==> src/include/tws_pkg.sv <==
// Package for the two-wire slave receive/transmit control block.
// Holds register offsets, control bit positions, reset values and status codes.
// Assumes a 32-bit Avalon-MM register bus with byte addresses.
package tws_pkg;

  // Register byte offsets
  localparam logic [4:0] TWS_OFS_CTRL = 5'h00;   // serial_control
  localparam logic [4:0] TWS_OFS_ADDR = 5'h04;   // own_slave_address
  localparam logic [4:0] TWS_OFS_DATA = 5'h08;   // serial_data_reg
  localparam logic [4:0] TWS_OFS_STAT = 5'h0C;   // serial_status

  // Control bit positions
  localparam int TWS_B_FLAG = 7;                 // interrupt_flag, write one to clear
  localparam int TWS_B_AA   = 6;                 // address_acknowledge
  localparam int TWS_B_STA  = 5;                 // start_request
  localparam int TWS_B_STO  = 4;                 // stop_request
  localparam int TWS_B_WC   = 3;                 // write_collision
  localparam int TWS_B_EN   = 2;                 // interface_enable
  localparam int TWS_B_IE   = 0;                 // interrupt_enable

  // Reset values
  localparam logic [7:0] TWS_RST_ADDR = 8'h00;
  localparam logic [7:0] TWS_RST_DATA = 8'hFF;

  // Address compare values
  localparam logic [6:0] TWS_GC_ADDR  = 7'h00;   // general call address

  // Status codes, prescaler bits read as zero
  localparam logic [7:0] TWS_ST_SR_ADR  = 8'h60;
  localparam logic [7:0] TWS_ST_SR_ARB  = 8'h68;
  localparam logic [7:0] TWS_ST_GC_ADR  = 8'h70;
  localparam logic [7:0] TWS_ST_GC_ARB  = 8'h78;
  localparam logic [7:0] TWS_ST_SR_ACK  = 8'h80;
  localparam logic [7:0] TWS_ST_SR_NACK = 8'h88;
  localparam logic [7:0] TWS_ST_GC_ACK  = 8'h90;
  localparam logic [7:0] TWS_ST_GC_NACK = 8'h98;
  localparam logic [7:0] TWS_ST_STOP    = 8'hA0;
  localparam logic [7:0] TWS_ST_ST_ADR  = 8'hA8;
  localparam logic [7:0] TWS_ST_ST_ARB  = 8'hB0;
  localparam logic [7:0] TWS_ST_ST_ACK  = 8'hB8;
  localparam logic [7:0] TWS_ST_ST_NACK = 8'hC0;
  localparam logic [7:0] TWS_ST_ST_LAST = 8'hC8;
  localparam logic [7:0] TWS_ST_NOINFO  = 8'hF8;

  // Bits per serial byte
  localparam logic [3:0] TWS_BITS = 4'h8;

  // Slave engine states
  typedef enum logic [2:0] {
    TWS_IDLE     = 3'b000,
    TWS_ADDR     = 3'b001,
    TWS_ADDR_ACK = 3'b010,
    TWS_HOLD     = 3'b011,
    TWS_RX       = 3'b100,
    TWS_RX_ACK   = 3'b101,
    TWS_TX       = 3'b110,
    TWS_TX_ACK   = 3'b111
  } tws_state_t;

endpackage

==> src/logic/tws_sync.sv <==
// Two-flop synchroniser for pins that arrive from outside the clock domain.
// Assumes idle-high open-drain lines, so the flops reset to one.
`timescale 1ns/1ns
module tws_sync #(
  parameter int WIDTH = 2
) (
  input  wire logic             i_mclk,
  input  wire logic             i_rst_n,
  input  wire logic [WIDTH-1:0] i_async,
  output logic      [WIDTH-1:0] o_sync
);

  logic [WIDTH-1:0] meta;  // First stage, read only by the second stage

  // Two stages, synchronous reset to the idle line level
  always_ff @(posedge i_mclk)
  begin
    if (!i_rst_n)
    begin
      meta   <= '1;
      o_sync <= '1;
    end
    else
    begin
      meta   <= i_async;
      o_sync <= meta;
    end
  end

endmodule

==> src/logic/tws_slave.sv <==
// Slave receive/transmit control of a two-wire serial interface with an Avalon-MM register port.
// Assumes SCL/SDA arrive asynchronously, an outside master engine reports lost arbitration,
// and the power controller flags deep sleep; the pins are open drain (oe high pulls low).
// Function
// - General-call data acked; next ack follows acknowledge bit
// - General-call data nacked; flag clear returns unaddressed
// - Start request pending: send START when bus free
// - STOP/restart while addressed as receiver: report, return unaddressed
// - Acknowledge bit gates own and general-call recognition
// - Upper seven address bits compared; bit zero enables general call
// - Direction bit one selects transmit, else receive
// - Address and direction received: flag set, valid status
// - Lost arbitration then read address: transmit, report it
// - Acknowledge cleared: last byte, then ACK/NACK state
// - After last byte ignore master; it reads ones
// - Acknowledge zero isolates; recognition resumes when set
// - In deep sleep still match address and wake
// - After wake hold SCL low until flag cleared
// - Data register need not hold last bus byte
// - Read address acked: report, send loaded byte
// - Byte sent and acked: report, send next byte
// - Status reads no-information code while flag clear
//
// Implementation choices: the placing of the registers and the Avalon-MM register port.
`timescale 1ns/1ns
module tws_slave
  import tws_pkg::*;
(
  input  wire logic        i_mclk,          // System clock, 100 MHz
  input  wire logic        i_rst_n,         // Synchronous reset, active low
  input  wire logic [4:0]  i_address,       // Avalon byte address
  input  wire logic        i_read,          // Avalon read
  input  wire logic        i_write,         // Avalon write
  input  wire logic [31:0] i_writedata,     // Avalon write data
  input  wire logic [3:0]  i_byteenable,    // Avalon byte enables
  output logic      [31:0] o_readdata,      // Avalon read data
  output logic             o_waitrequest,   // Avalon wait request
  input  wire logic        i_scl_in,        // SCL pin level
  output logic             o_scl_out,       // SCL drive value, always low
  output logic             o_scl_oe,        // SCL pull low
  input  wire logic        i_sda_in,        // SDA pin level
  output logic             o_sda_out,       // SDA drive value, always low
  output logic             o_sda_oe,        // SDA pull low
  input  wire logic        i_arb_lost,      // Master engine lost arbitration this frame
  input  wire logic        i_deep_sleep,    // Non-idle sleep mode active
  output logic             o_wake,          // One-cycle wake request on address match in sleep
  output logic             o_start_tx,      // One-cycle request to send START, bus now free
  output logic             o_flag           // Interrupt flag level
);

  // Synchronised pins and their previous values
  logic [1:0] pin_sync;
  logic       scl_s;
  logic       sda_s;
  logic       scl_q;
  logic       sda_q;

  // Control register bits
  logic       aa, start_request_col, stop_request_col, wc, en, ie;
  logic       next_flag, next_aa, next_sta, next_sto, next_wc, next_en, next_ie;
  logic [7:0] oar, next_oar;           // own_slave_address
  logic [7:0] dreg, next_dreg;         // serial_data_reg
  logic [7:0] code, next_code;         // Status code behind the flag

  // Serial engine state
  tws_state_t state, next_state;
  logic [3:0] cnt, next_cnt;           // Bits seen in the current byte
  logic [7:0] shreg, next_shreg;       // Shift register
  logic       tx_mode, next_tx_mode;   // Addressed for reading
  logic       gc_mode, next_gc_mode;   // Addressed by general call
  logic       arb_mode, next_arb_mode; // Addressed right after lost arbitration
  logic       last, next_last;         // Current transmit byte is the last one
  logic       ack_bit, next_ack_bit;   // Planned or received acknowledge
  logic       start_pend, next_start_pend;
  logic       busy, next_busy;         // Bus between START and STOP
  logic       next_scl_oe, next_sda_oe, next_wake, next_start_tx, next_wait;
  logic [31:0] next_readdata;

  // Decoded events
  logic scl_rise, scl_fall, start_c, stop_c;
  logic wr, rd_new, wr_ctrl, flag_clr, go, set_flag;
  logic own_hit, gc_hit, match, addressed_rx;

  tws_sync #(
    .WIDTH (2)
  ) u_sync (
    .i_mclk  (i_mclk),
    .i_rst_n (i_rst_n),
    .i_async ({i_scl_in, i_sda_in}),
    .o_sync  (pin_sync)
  );

  assign scl_s = pin_sync[1];
  assign sda_s = pin_sync[0];

  // Line events; START and STOP need SCL high on both samples
  assign scl_rise = scl_s & ~scl_q;
  assign scl_fall = ~scl_s & scl_q;
  assign start_c  = scl_s & scl_q & sda_q & ~sda_s;
  assign stop_c   = scl_s & scl_q & ~sda_q & sda_s;

  // Bus access decode: reads are sampled in the wait cycle, writes act when the wait drops
  assign wr       = i_write & ~o_waitrequest & i_byteenable[0];
  assign rd_new   = i_read & o_waitrequest;
  assign wr_ctrl  = wr && (i_address == TWS_OFS_CTRL);
  assign flag_clr = wr_ctrl & i_writedata[TWS_B_FLAG];
  assign go       = o_flag & flag_clr;

  // Address compare; no recognition at all while acknowledge is clear
  assign own_hit  = aa && (shreg[7:1] == oar[7:1]);
  assign gc_hit   = aa && oar[0] && (shreg[7:1] == TWS_GC_ADDR);
  assign match    = own_hit | gc_hit;
  assign addressed_rx = (state == TWS_RX) || (state == TWS_RX_ACK);

  // Next values of registers, bus answers and the serial engine
  always_comb
  begin
    next_aa = aa;
    next_sta = start_request_col;
    next_sto = stop_request_col;
    next_wc = wc;
    next_en = en;
    next_ie = ie;
    next_oar = oar;
    next_dreg = dreg;
    next_code = code;
    next_state = state;
    next_cnt = cnt;
    next_shreg = shreg;
    next_tx_mode = tx_mode;
    next_gc_mode = gc_mode;
    next_arb_mode = arb_mode;
    next_last = last;
    next_ack_bit = ack_bit;
    next_start_pend = start_pend;
    next_busy = busy;
    next_sda_oe = o_sda_oe;
    next_wake = 1'b0;
    next_start_tx = 1'b0;
    set_flag = 1'b0;
    next_wait = ~((i_read | i_write) & o_waitrequest);
    next_readdata = o_readdata;

    // Register writes; unmapped offsets are ignored
    if (wr_ctrl)
    begin
      next_aa  = i_writedata[TWS_B_AA];
      next_sta = i_writedata[TWS_B_STA];
      next_sto = i_writedata[TWS_B_STO];
      next_en  = i_writedata[TWS_B_EN];
      next_ie  = i_writedata[TWS_B_IE];
    end
    else if (wr && (i_address == TWS_OFS_ADDR))
      next_oar = i_writedata[7:0];
    else if (wr && (i_address == TWS_OFS_DATA))
    begin
      // Writing while the engine owns the byte is a collision
      if (o_flag)
      begin
        next_dreg = i_writedata[7:0];
        next_wc   = 1'b0;
      end
      else
        next_wc = 1'b1;
    end

    // Read data captured in the wait cycle; unmapped offsets read zero
    if (rd_new)
    begin
      if (i_address == TWS_OFS_CTRL)
        next_readdata = {24'h00_0000, o_flag, aa, start_request_col, stop_request_col, wc, en, 1'b0, ie};
      else if (i_address == TWS_OFS_ADDR)
        next_readdata = {24'h00_0000, oar};
      else if (i_address == TWS_OFS_DATA)
        next_readdata = {24'h00_0000, dreg};
      else if (i_address == TWS_OFS_STAT)
        next_readdata = {24'h00_0000, o_flag ? code : TWS_ST_NOINFO};
      else
        next_readdata = 32'h0000_0000;
    end

    // Bus occupancy for the pending START
    if (start_c)
      next_busy = 1'b1;
    else if (stop_c)
      next_busy = 1'b0;

    // Serial engine; START/STOP take priority except while stretching SCL
    if (!en)
    begin
      next_state  = TWS_IDLE;
      next_sda_oe = 1'b0;
    end
    else if ((start_c || stop_c) && !(state == TWS_HOLD && code != TWS_ST_STOP))
    begin
      next_sda_oe = 1'b0;
      next_cnt    = 4'h0;
      next_state  = start_c ? TWS_ADDR : TWS_IDLE;
      if (addressed_rx)
      begin
        // No data register action on this event
        set_flag   = 1'b1;
        next_code  = TWS_ST_STOP;
        next_state = start_c ? TWS_ADDR : TWS_HOLD;
      end
    end
    else
    begin
      case (state)
        TWS_IDLE:
        begin
          // Not addressed: clocks are ignored, the master sees all ones
          next_sda_oe = 1'b0;
        end
        TWS_ADDR:
        begin
          if (scl_rise)
          begin
            next_shreg = {shreg[6:0], sda_s};
            next_cnt   = cnt + 4'h1;
          end
          else if (scl_fall && cnt == TWS_BITS)
          begin
            if (match)
            begin
              next_sda_oe   = 1'b1;
              next_tx_mode  = shreg[0];
              next_gc_mode  = ~own_hit;
              next_arb_mode = i_arb_lost;
              next_wake     = i_deep_sleep;
              next_state    = TWS_ADDR_ACK;
            end
            else
              next_state = TWS_IDLE;
          end
        end
        TWS_ADDR_ACK:
        begin
          if (scl_fall)
          begin
            next_sda_oe = 1'b0;
            set_flag    = 1'b1;
            next_state  = TWS_HOLD;
            if (tx_mode)
              next_code = arb_mode ? TWS_ST_ST_ARB : TWS_ST_ST_ADR;
            else if (gc_mode)
              next_code = arb_mode ? TWS_ST_GC_ARB : TWS_ST_GC_ADR;
            else
              next_code = arb_mode ? TWS_ST_SR_ARB : TWS_ST_SR_ADR;
          end
        end
        TWS_HOLD:
        begin
          // Wait for software to clear the flag; its new bits steer the next step
          if (go)
          begin
            next_cnt = 4'h0;
            if (code == TWS_ST_ST_ADR || code == TWS_ST_ST_ARB || code == TWS_ST_ST_ACK)
            begin
              next_sda_oe = ~dreg[7];
              next_shreg  = {dreg[6:0], 1'b0};
              next_last   = ~next_aa;
              next_state  = TWS_TX;
            end
            else if (code == TWS_ST_SR_NACK || code == TWS_ST_GC_NACK || code == TWS_ST_STOP
                     || code == TWS_ST_ST_NACK || code == TWS_ST_ST_LAST)
            begin
              next_state      = TWS_IDLE;
              next_start_pend = next_sta;
            end
            else
            begin
              next_ack_bit = next_aa;
              next_state   = TWS_RX;
            end
          end
        end
        TWS_RX:
        begin
          if (scl_rise)
          begin
            next_shreg = {shreg[6:0], sda_s};
            next_cnt   = cnt + 4'h1;
          end
          else if (scl_fall && cnt == TWS_BITS)
          begin
            // In deep sleep the byte is not kept
            if (!i_deep_sleep)
              next_dreg = shreg;
            next_sda_oe = ack_bit;
            next_state  = TWS_RX_ACK;
          end
        end
        TWS_RX_ACK:
        begin
          if (scl_fall)
          begin
            next_sda_oe = 1'b0;
            set_flag    = 1'b1;
            next_state  = TWS_HOLD;
            if (gc_mode)
              next_code = ack_bit ? TWS_ST_GC_ACK : TWS_ST_GC_NACK;
            else
              next_code = ack_bit ? TWS_ST_SR_ACK : TWS_ST_SR_NACK;
          end
        end
        TWS_TX:
        begin
          if (scl_rise)
            next_cnt = cnt + 4'h1;
          else if (scl_fall)
          begin
            if (cnt == TWS_BITS)
            begin
              next_sda_oe = 1'b0;
              next_state  = TWS_TX_ACK;
            end
            else
            begin
              next_sda_oe = ~shreg[7];
              next_shreg  = {shreg[6:0], 1'b0};
            end
          end
        end
        TWS_TX_ACK:
        begin
          if (scl_rise)
            next_ack_bit = ~sda_s;
          else if (scl_fall)
          begin
            set_flag   = 1'b1;
            next_state = TWS_HOLD;
            if (!ack_bit)
              next_code = TWS_ST_ST_NACK;
            else
              next_code = last ? TWS_ST_ST_LAST : TWS_ST_ST_ACK;
          end
        end
        default:
          next_state = TWS_IDLE;
      endcase
    end

    // Pending START goes out once the bus is free
    if (start_pend && !next_busy)
    begin
      next_start_tx   = 1'b1;
      next_start_pend = 1'b0;
    end

    // A hardware set in the same cycle as a software clear wins
    next_flag = set_flag | (o_flag & ~flag_clr);
    // Stretch SCL while software owns the transfer, also through wake-up
    next_scl_oe = (next_state == TWS_HOLD) && (next_code != TWS_ST_STOP);
  end

  // Register all state; control bits reset to a disabled interface
  always_ff @(posedge i_mclk)
  begin
    if (!i_rst_n)
    begin
      aa <= 1'b0; start_request_col <= 1'b0; stop_request_col <= 1'b0; wc <= 1'b0; en <= 1'b0; ie <= 1'b0;
      oar <= TWS_RST_ADDR;
      dreg <= TWS_RST_DATA;
      code <= TWS_ST_NOINFO;
      state <= TWS_IDLE;
      cnt <= 4'h0;
      shreg <= 8'h00;
      tx_mode <= 1'b0; gc_mode <= 1'b0; arb_mode <= 1'b0; last <= 1'b0; ack_bit <= 1'b0;
      start_pend <= 1'b0; busy <= 1'b0;
      scl_q <= 1'b1; sda_q <= 1'b1;
      o_readdata <= 32'h0000_0000;
      o_waitrequest <= 1'b1;
      o_scl_out <= 1'b0; o_sda_out <= 1'b0;
      o_scl_oe <= 1'b0; o_sda_oe <= 1'b0;
      o_wake <= 1'b0; o_start_tx <= 1'b0; o_flag <= 1'b0;
    end
    else
    begin
      aa <= next_aa; start_request_col <= next_sta; stop_request_col <= next_sto; wc <= next_wc; en <= next_en; ie <= next_ie;
      oar <= next_oar;
      dreg <= next_dreg;
      code <= next_code;
      state <= next_state;
      cnt <= next_cnt;
      shreg <= next_shreg;
      tx_mode <= next_tx_mode; gc_mode <= next_gc_mode; arb_mode <= next_arb_mode;
      last <= next_last; ack_bit <= next_ack_bit;
      start_pend <= next_start_pend; busy <= next_busy;
      scl_q <= scl_s; sda_q <= sda_s;
      o_readdata <= next_readdata;
      o_waitrequest <= next_wait;
      o_scl_out <= 1'b0; o_sda_out <= 1'b0;
      o_scl_oe <= next_scl_oe; o_sda_oe <= next_sda_oe;
      o_wake <= next_wake; o_start_tx <= next_start_tx; o_flag <= next_flag;
    end
  end
endmodule

==> config.mk <==
export PLATFORM = sky130hd
export DESIGN_NAME = tws_slave
export DESIGN_NICKNAME = d
export VERILOG_FILES = /design/src/include/tws_pkg.sv /design/src/logic/tws_sync.sv /design/src/logic/tws_slave.sv
export SDC_FILE = /design/constraint.sdc
export NUM_CORES = 1
export LEC_CHECK = 0
export ABC_CLOCK_PERIOD_IN_PS = 3600
export BUFFER_PORTS_ARGS = -buffer_cell sky130_fd_sc_hd__clkbuf_2
export CELL_PAD_IN_SITES_DETAIL_PLACEMENT = 1
export CELL_PAD_IN_SITES_GLOBAL_PLACEMENT = 1
export CORE_MARGIN = 1
export CORE_UTILIZATION = 33
export CTS_CLUSTER_DIAMETER = 200
export DETAILED_ROUTE_END_ITERATION = 8
export HOLD_SLACK_MARGIN = 0.06
export PLACE_DENSITY_LB_ADDON = 0.1
export REMOVE_ABC_BUFFERS = 1
export SYNTH_ARGS = -nofsm -noshare
export SYNTH_HDL_FRONTEND = slang
export SYNTH_SLANG_ARGS = --single-unit
==> constraint.sdc <==
create_clock -name i_mclk -period 3.6 [get_ports i_mclk]
set_clock_uncertainty 0.15 [all_clocks]
set_input_delay 0.18 -clock i_mclk [delete_from_list [all_inputs] [get_ports i_mclk]]
set_output_delay 0.18 -clock i_mclk [all_outputs]
set_load 0.005 [all_outputs]
==> reports/metrics.cfg, run 1 <==
[setup_path]
r2r_slack_ns = 0.98
cp.required_ns = 3.72
path_class = flip-flop to flip-flop
startpoint_type = flip-flop
cp.buffers_inverters = 0
slowest_delay_ns = 0.49
cpMaxStageDelayCell = or4_1
endpoint_kind = flip-flop
cp_data_arrival_time_ns = 2.73
crit_family = simple AND/OR/NAND/NOR gates
crit_path_cell_trace = nor4b_2 -> a41oi_1 -> nor2_2 -> o31ai_2 -> or4_1 -> a21oi_1
critPathMaxFanout = 7

[sta]
tns_ns = 0
tightestPinTransition_ns = 0.7143
slew_headroom = 0.5178
final_max_slew_viol_count = 0
period_minus_slack_ns = 2.618
period_share = 0.7271
rsz0062_at_grt = no
hold_violations = 0
fmaxAchievable_ghz = 0.3820
setup-violations-final = 0

[global_route]
grt_max_degree = 39
grt.total_usage = 0.2020
grtUsageMet1 = 0.2843
grt.busiest_layer = met2
grtUsageMet3 = 0.02862
antenna_found_initial = 0
grt_pass1_wl_um = 19410
grt_util_met2 = 0.3072
overflow = 0
grt_pass1_vias = 3597

[cts]
cts_made_buffers = 9
clk_pin_slew_ns = 0.05
cts-root-buf = clkbuf_16
clock-sinks = 72
clk_latency_ns = 0.34
cts_tree = built
h-tree-depth = 3
cts_setup_buffers = 0
clockBufferDepth = 2

[logic_synthesis]
synth_edf_count = 0
synth-async-reset-ratio = 0
syn_avg_cell_area_um2 = 8.357
synthAdderAreaFrac = 0.006238
yosys.area.top_type = dfxtp_1
synth_top_family_by_area = simple AND/OR/NAND/NOR gates
synth_seq_cells = 72
synth-xor-area-share = 0.02402
ys_types = 68
syn_area_mm2 = 0.004011
synthTopCellsByArea = dfxtp_1 (36%), mux2i_1 (7.5%), nor2_1 (5.1%)
ys.flop_type = dfxtp_1
synth_compound_area_frac = 0.1740
synthMuxAreaShare = 0.09732
yosys_warnings = 0
netlist_instances = 480
yosys.area_share.simple = 0.2489
yosysTopAreaCellShare = 0.3593
ys_seq_area_frac = 0.3593

[run]
max_cap_violations = 0

[floorplanning]
die_h_um = 112.3
io-pin-count = 89
core_area_mm2 = 0.01161
num_rows = 39
initial_core_util = 0.3454
die_width_um = 112.3
dieArea_mm2 = 0.01260

[pwr]
powerDensity_mw_per_mm2 = 383.9
swShare = 0.2241
p_seq_frac = 0.452
comb_power_share = 0.058
leakage_nw = 1.867
power_frac_clock = 0.490
ir_drop_uv = 195.8
p_sw_w = 0.0004020
internal-power_w = 0.001392

[detailed_routing]
vias_per_cell = 5.386
first_pass_iters = 6
drcViolationCount = 9
wl_per_cell_um = 18.06
via_count = 3603
drt_wl_total_um = 12080
ant_nets = 0
drtIter0Drc = 195

[placed_design]
dpl.hpwl_um = 8906
placed_cells = 641
gp_congestion = 0.8737
io_buffers = 35

[finish]
mostFrequentLayoutCells = dfxtp_1 (72), nor2_1 (54), clkbuf_2 (35)
layout_commonest_cell = dfxtp_1
nets = 574
drive_above_1_share = 0.1635
fin_util = 0.4024
area_growth_pct = 16.50
post_layout_nonfiller_instances = 669
num_antenna_cells = 0

[hold_path]
worstHoldPathType = input port to flip-flop

[outcome]
status = complete, but fails checks
violations = design-rule violations

-- path summary, 6_finish.rpt --
| path | from | cells after the start | to |
|---|---|---|---|
| setup / recovery | code[2] | 6 | cnt[2] |
| hold reg to reg | u_sync.meta[1] | 1 | u_sync.o_sync[1] |
| setup reg to reg | code[2] | 6 | cnt[2] |
| hold / removal | i_rst_n | 2 | code[3] |
-- cell usage after synthesis, drive strengths merged, types with 2 or more instances --
cell type	instances
nand2b	17
inv	11
nand2	27
nor4b	2
o21ai	24
a221oi	7
nor2b	7
nor2	55
nor4	3
o22ai	5
o31ai	3
and2	3
xor2	2
ha	2
or4	3
o211ai	3
clkbuf	23
mux2	8
nor3	17
dfxtp	72
o21bai	2
or2	2
mux2i	30
nand4	6
a21oi	30
buf	32
a32oi	3
nand3b	5
nor3b	3
a31oi	4
a211oi	11
o32ai	3
xnor2	9
nand3	18
and3	8
-- final cells by class --
| class | instances | area (um2) |
|---|---|---|
| Fill cell | 1397 | 6940 |
| Multi-Input combinational cell | 367 | 2312 |
| Sequential cell | 72 | 1441 |
| Timing Repair Buffer | 62 | 412.9 |
| Clock buffer | 11 | 242.7 |
| Tap cell | 143 | 178.9 |
| Clock inverter | 3 | 43.79 |
| Inverter | 11 | 41.29 |
-- sequential cells by signal, summed over array words and instances, names as in the netlist, 2 cells and up --
name	flops
state	3
o_readdata	8
oar	8
dreg	8
shreg	8
u_sync.o_sync	2
cnt	4
u_sync.meta	2
code	8
-- per-layer routing --
metal | vias up | share of wire
met4 | 0 | 0.018
li1 | 1755 | -
met1 | 1738 | 0.51
met5 | - | 0
met2 | 95 | 0.43
met3 | 15 | 0.041
-- kinds of logic after synthesis --
logic type	Yosys count
AOI/OAI and AO/OA	107
xor gates and xnor gates	11
adders and majority gates	2
buffers and inverters	66
DFF	72
muxes	38
other	1
and+or+nand+nor	183
-- power groups by stage --
stage          clock network [W]   logic, W  registers, W
3_3_place_gp                   0  0.0000905      0.000828
2_1_floorplan                  0  0.0000454      0.000827
6_report                0.000880   0.000103      0.000811
3_5_place_dp                   0  0.0000915      0.000829
5_1_grt                 0.000949   0.000116      0.000812
4_1_cts                 0.000908   0.000104      0.000811
-- what timing repair did --
action / CTS / global route
endpoints found under the hold margin: 17 / 0
setup endpoints to repair: 0 / 0
gates resized for setup: 0 / 0
hold buffers: 14 / 0
-- through the flow --
stage / setup slack (ns) / hold slack [ns] / power (W) / cell area (um2)
floorplan: 0.3976 / 0.09194 / 0.0008728 / 3789
CTS: 0.9915 / 0.09917 / 0.001823 / 4673
detailed placement: 0.9446 / 0.2179 / 0.0009203 / 4247
finish: 0.9823 / 0.09265 / 0.001794 / 4673
global route: 0.7791 / 0.1520 / 0.001876 / 4673
global placement: 1.019 / 0.2100 / 0.0009188 / 4247
(Power assumes the default switching activity.)
==> run 2: changes to the inputs <==
Settings changed: ABC_CLOCK_PERIOD_IN_PS 3600 to 2600.
Clock period 3.6 ns to 2.6 ns, I/O delays scaled along.
==> run 2 against run 1 <==
Against the previous run: the flow still finishes with violations (design-rule violations); utilization grew 1.0 points; register-to-register slack lost 0.85 ns; power grew 39%; worst setup slack lost 0.85 ns; die area is the same; first-iteration DRC count grew 2.1%; cell count grew 2.2%; combinational power grew 48%; critical endpoint is now ack_bit.
==> reports/metrics.cfg, run 2 (synthesized netlist as in run 1, its figures left out) <==
[outcome]
status = complete, but fails checks  ; unchanged
violations = design-rule violations  ; unchanged

[global_route]
grt_max_degree = 33  ; was 39
grt_pass1_vias = 3643  ; was 3597
grt.busiest_layer = met2  ; unchanged
antenna_found_initial = 0  ; unchanged
overflow = 0  ; unchanged
grt_util_met2 = 0.3139  ; was 0.3072
grtUsageMet3 = 0.03672  ; was 0.02862
grt.total_usage = 0.2138  ; was 0.2020
grtUsageMet1 = 0.3028  ; was 0.2843
grt_pass1_wl_um = 20430  ; was 19410 um

[sta]
setup-violations-final = 0  ; unchanged
fmaxAchievable_ghz = 0.4056  ; was 0.3820 GHz
tightestPinTransition_ns = 0.8210  ; was 0.7143 ns
period_share = 0.9482  ; was 0.7271
hold_violations = 0  ; unchanged
slew_headroom = 0.4457  ; was 0.5178
rsz0062_at_grt = no  ; unchanged
final_max_slew_viol_count = 0  ; unchanged
hold_ws_ns = 0.09509  ; was 0.09265 ns
period_minus_slack_ns = 2.465  ; was 2.618 ns

[finish]
num_antenna_cells = 0  ; unchanged
area_growth_pct = 19.43  ; was 16.50%
multi_input_area_mm2 = 0.002337  ; was 0.002312 mm2
ff_latch_area_mm2 = 0.001441  ; unchanged
drive_above_1_share = 0.1848  ; was 0.1635
nFillCells = 1395  ; was 1397
fin_util = 0.4125  ; was 0.4024
stdcell_area_mm2 = 0.004791  ; was 0.004673 mm2
layout_commonest_cell = dfxtp_1  ; unchanged
nets = 587  ; was 574
mostFrequentLayoutCells = dfxtp_1 (72), nor2_1 (54), clkbuf_2 (35)  ; unchanged

[placed_design]
placed_area_mm2 = 0.004344  ; was 0.004247 mm2
gp_congestion = 0.8682  ; was 0.8737
io_buffers = 35  ; unchanged
dpl.hpwl_um = 9242  ; was 8906 um

[detailed_routing]
via_count = 3679  ; was 3603
vias_per_cell = 5.379  ; was 5.386
drcViolationCount = 8  ; was 9
drtIter0Drc = 199  ; was 195
wl_per_cell_um = 18.36  ; was 18.06 um
ant_nets = 0  ; unchanged
drt_wl_total_um = 12560  ; was 12080 um
first_pass_iters = 8  ; was 6

[floorplanning]
initial_core_util = 0.3454  ; unchanged
num_rows = 39  ; unchanged
dieArea_mm2 = 0.01260  ; unchanged
io-pin-count = 89  ; unchanged
die_h_um = 112.3  ; unchanged
core_area_mm2 = 0.01161  ; unchanged
die_width_um = 112.3  ; unchanged

[pwr]
powerDensity_mw_per_mm2 = 520.2  ; was 383.9 mW/mm2
leakage_nw = 1.944  ; was 1.867 nW
p_total_w = 0.002492  ; was 0.001794 W
ir_drop_uv = 273.5  ; was 195.8 uV

[setup_path]
critPathMaxFanout = 8  ; was 7
cp.required_ns = 2.67  ; was 3.72 ns
rr_worst_depth = 6  ; unchanged
path_class = flip-flop to flip-flop  ; unchanged
endpoint_kind = flip-flop  ; unchanged
startpoint = code[5]  ; was code[2]
reg2reg_from = code[5]  ; was code[2]
reg2reg_to = ack_bit  ; was cnt[2]
crit_end = ack_bit  ; was cnt[2]
cp_data_arrival_time_ns = 2.54  ; was 2.73 ns
startpoint_type = flip-flop  ; unchanged
r2r_slack_ns = 0.13  ; was 0.98 ns

[cts]
h-tree-depth = 3  ; unchanged
cts_made_buffers = 9  ; unchanged
clockBufferDepth = 2  ; unchanged
clk_pin_slew_ns = 0.06  ; was 0.05 ns
clk_latency_ns = 0.34  ; about the same
clock-sinks = 72  ; unchanged
cts_tree = built  ; unchanged
cts-root-buf = clkbuf_16  ; unchanged

[hold_path]
worstHoldPathType = input port to flip-flop  ; unchanged

[run]
max_cap_violations = 0  ; unchanged

## run 2: how the worst min path moves through the flow
| stage | from | cells past startpoint | slack (ns) | endpoint |
|---|---|---|---|---|
| after detailed placement | i_scl_in | 2 | 0.17 | u_sync.meta[1] |
| final | i_rst_n | 3 | 0.1 | dreg[0] |
| after global placement | i_scl_in | 2 | 0.16 | u_sync.meta[1] |
| after floorplan | i_rst_n | 1 | 0.04 | code[3] |
| after global routing | i_rst_n | 3 | 0.13 | code[7] |
| after CTS | i_rst_n | 3 | 0.08 | dreg[0] |
## run 2: report_power, final
| group | switching [W] | total [W] | internal (W) | leakage, nW |
|---|---|---|---|---|
| Combinational | 0.0000922 | 0.000152 | 0.0000598 | 1.22 |
| Sequential | 0.00000795 | 0.00112 | 0.00111 | 0.583 |
| Clock | 0.000479 | 0.00122 | 0.000739 | 0.140 |
## run 2: cell type report
| class | instances | share of cell area |
|---|---|---|
| Multi-Input combinational cell | 367 | 0.4879 |
| Clock inverter | 4 | 0.009402 |
| Inverter | 11 | 0.008618 |
| Clock buffer | 12 | 0.04936 |
| Timing Repair Buffer | 75 | 0.1066 |
| Tap cell | 143 | 0.03735 |
| Sequential cell | 72 | 0.3009 |
## run 2: timing repair
| action | CTS | global route |
|---|---|---|
| hold buffers | 14 | 0 |
| setup buffers | 0 | 0 |
| setup endpoints to repair | 0 | 9 |
| resized for setup | 0 | 4 |
| endpoints found under the hold margin | 21 | 0 |
## run 2: critical path, stage by stage, from the launching register on
cell and delay, ns:
dfxtp_1 0.47, nor2b_1 0.08, o311ai_0 0.73, o21ai_0 0.17
or4_4 0.54, mux2i_1 0.15, nor2_1 0.05
## run 2: per-layer routing
metal,vias to the layer above,part of all wire
met1,1766,0.49
met2,105,0.43
met5,-,0
met4,0,0.027
met3,23,0.049
li1,1785,-
## run 2: stage by stage
stage | TNS (ns) | std cells | worst slack [ns]
3_3_place_gp | 0 | 654 | 0.09937
3_5_place_dp | 0 | 654 | 0.05229
5_1_grt | 0 | 684 | 0.03234
2_1_floorplan | -4.021 | 450 | -0.5826
4_1_cts | 0 | 684 | 0.02634
6_report | 0 | 684 | 0.1347
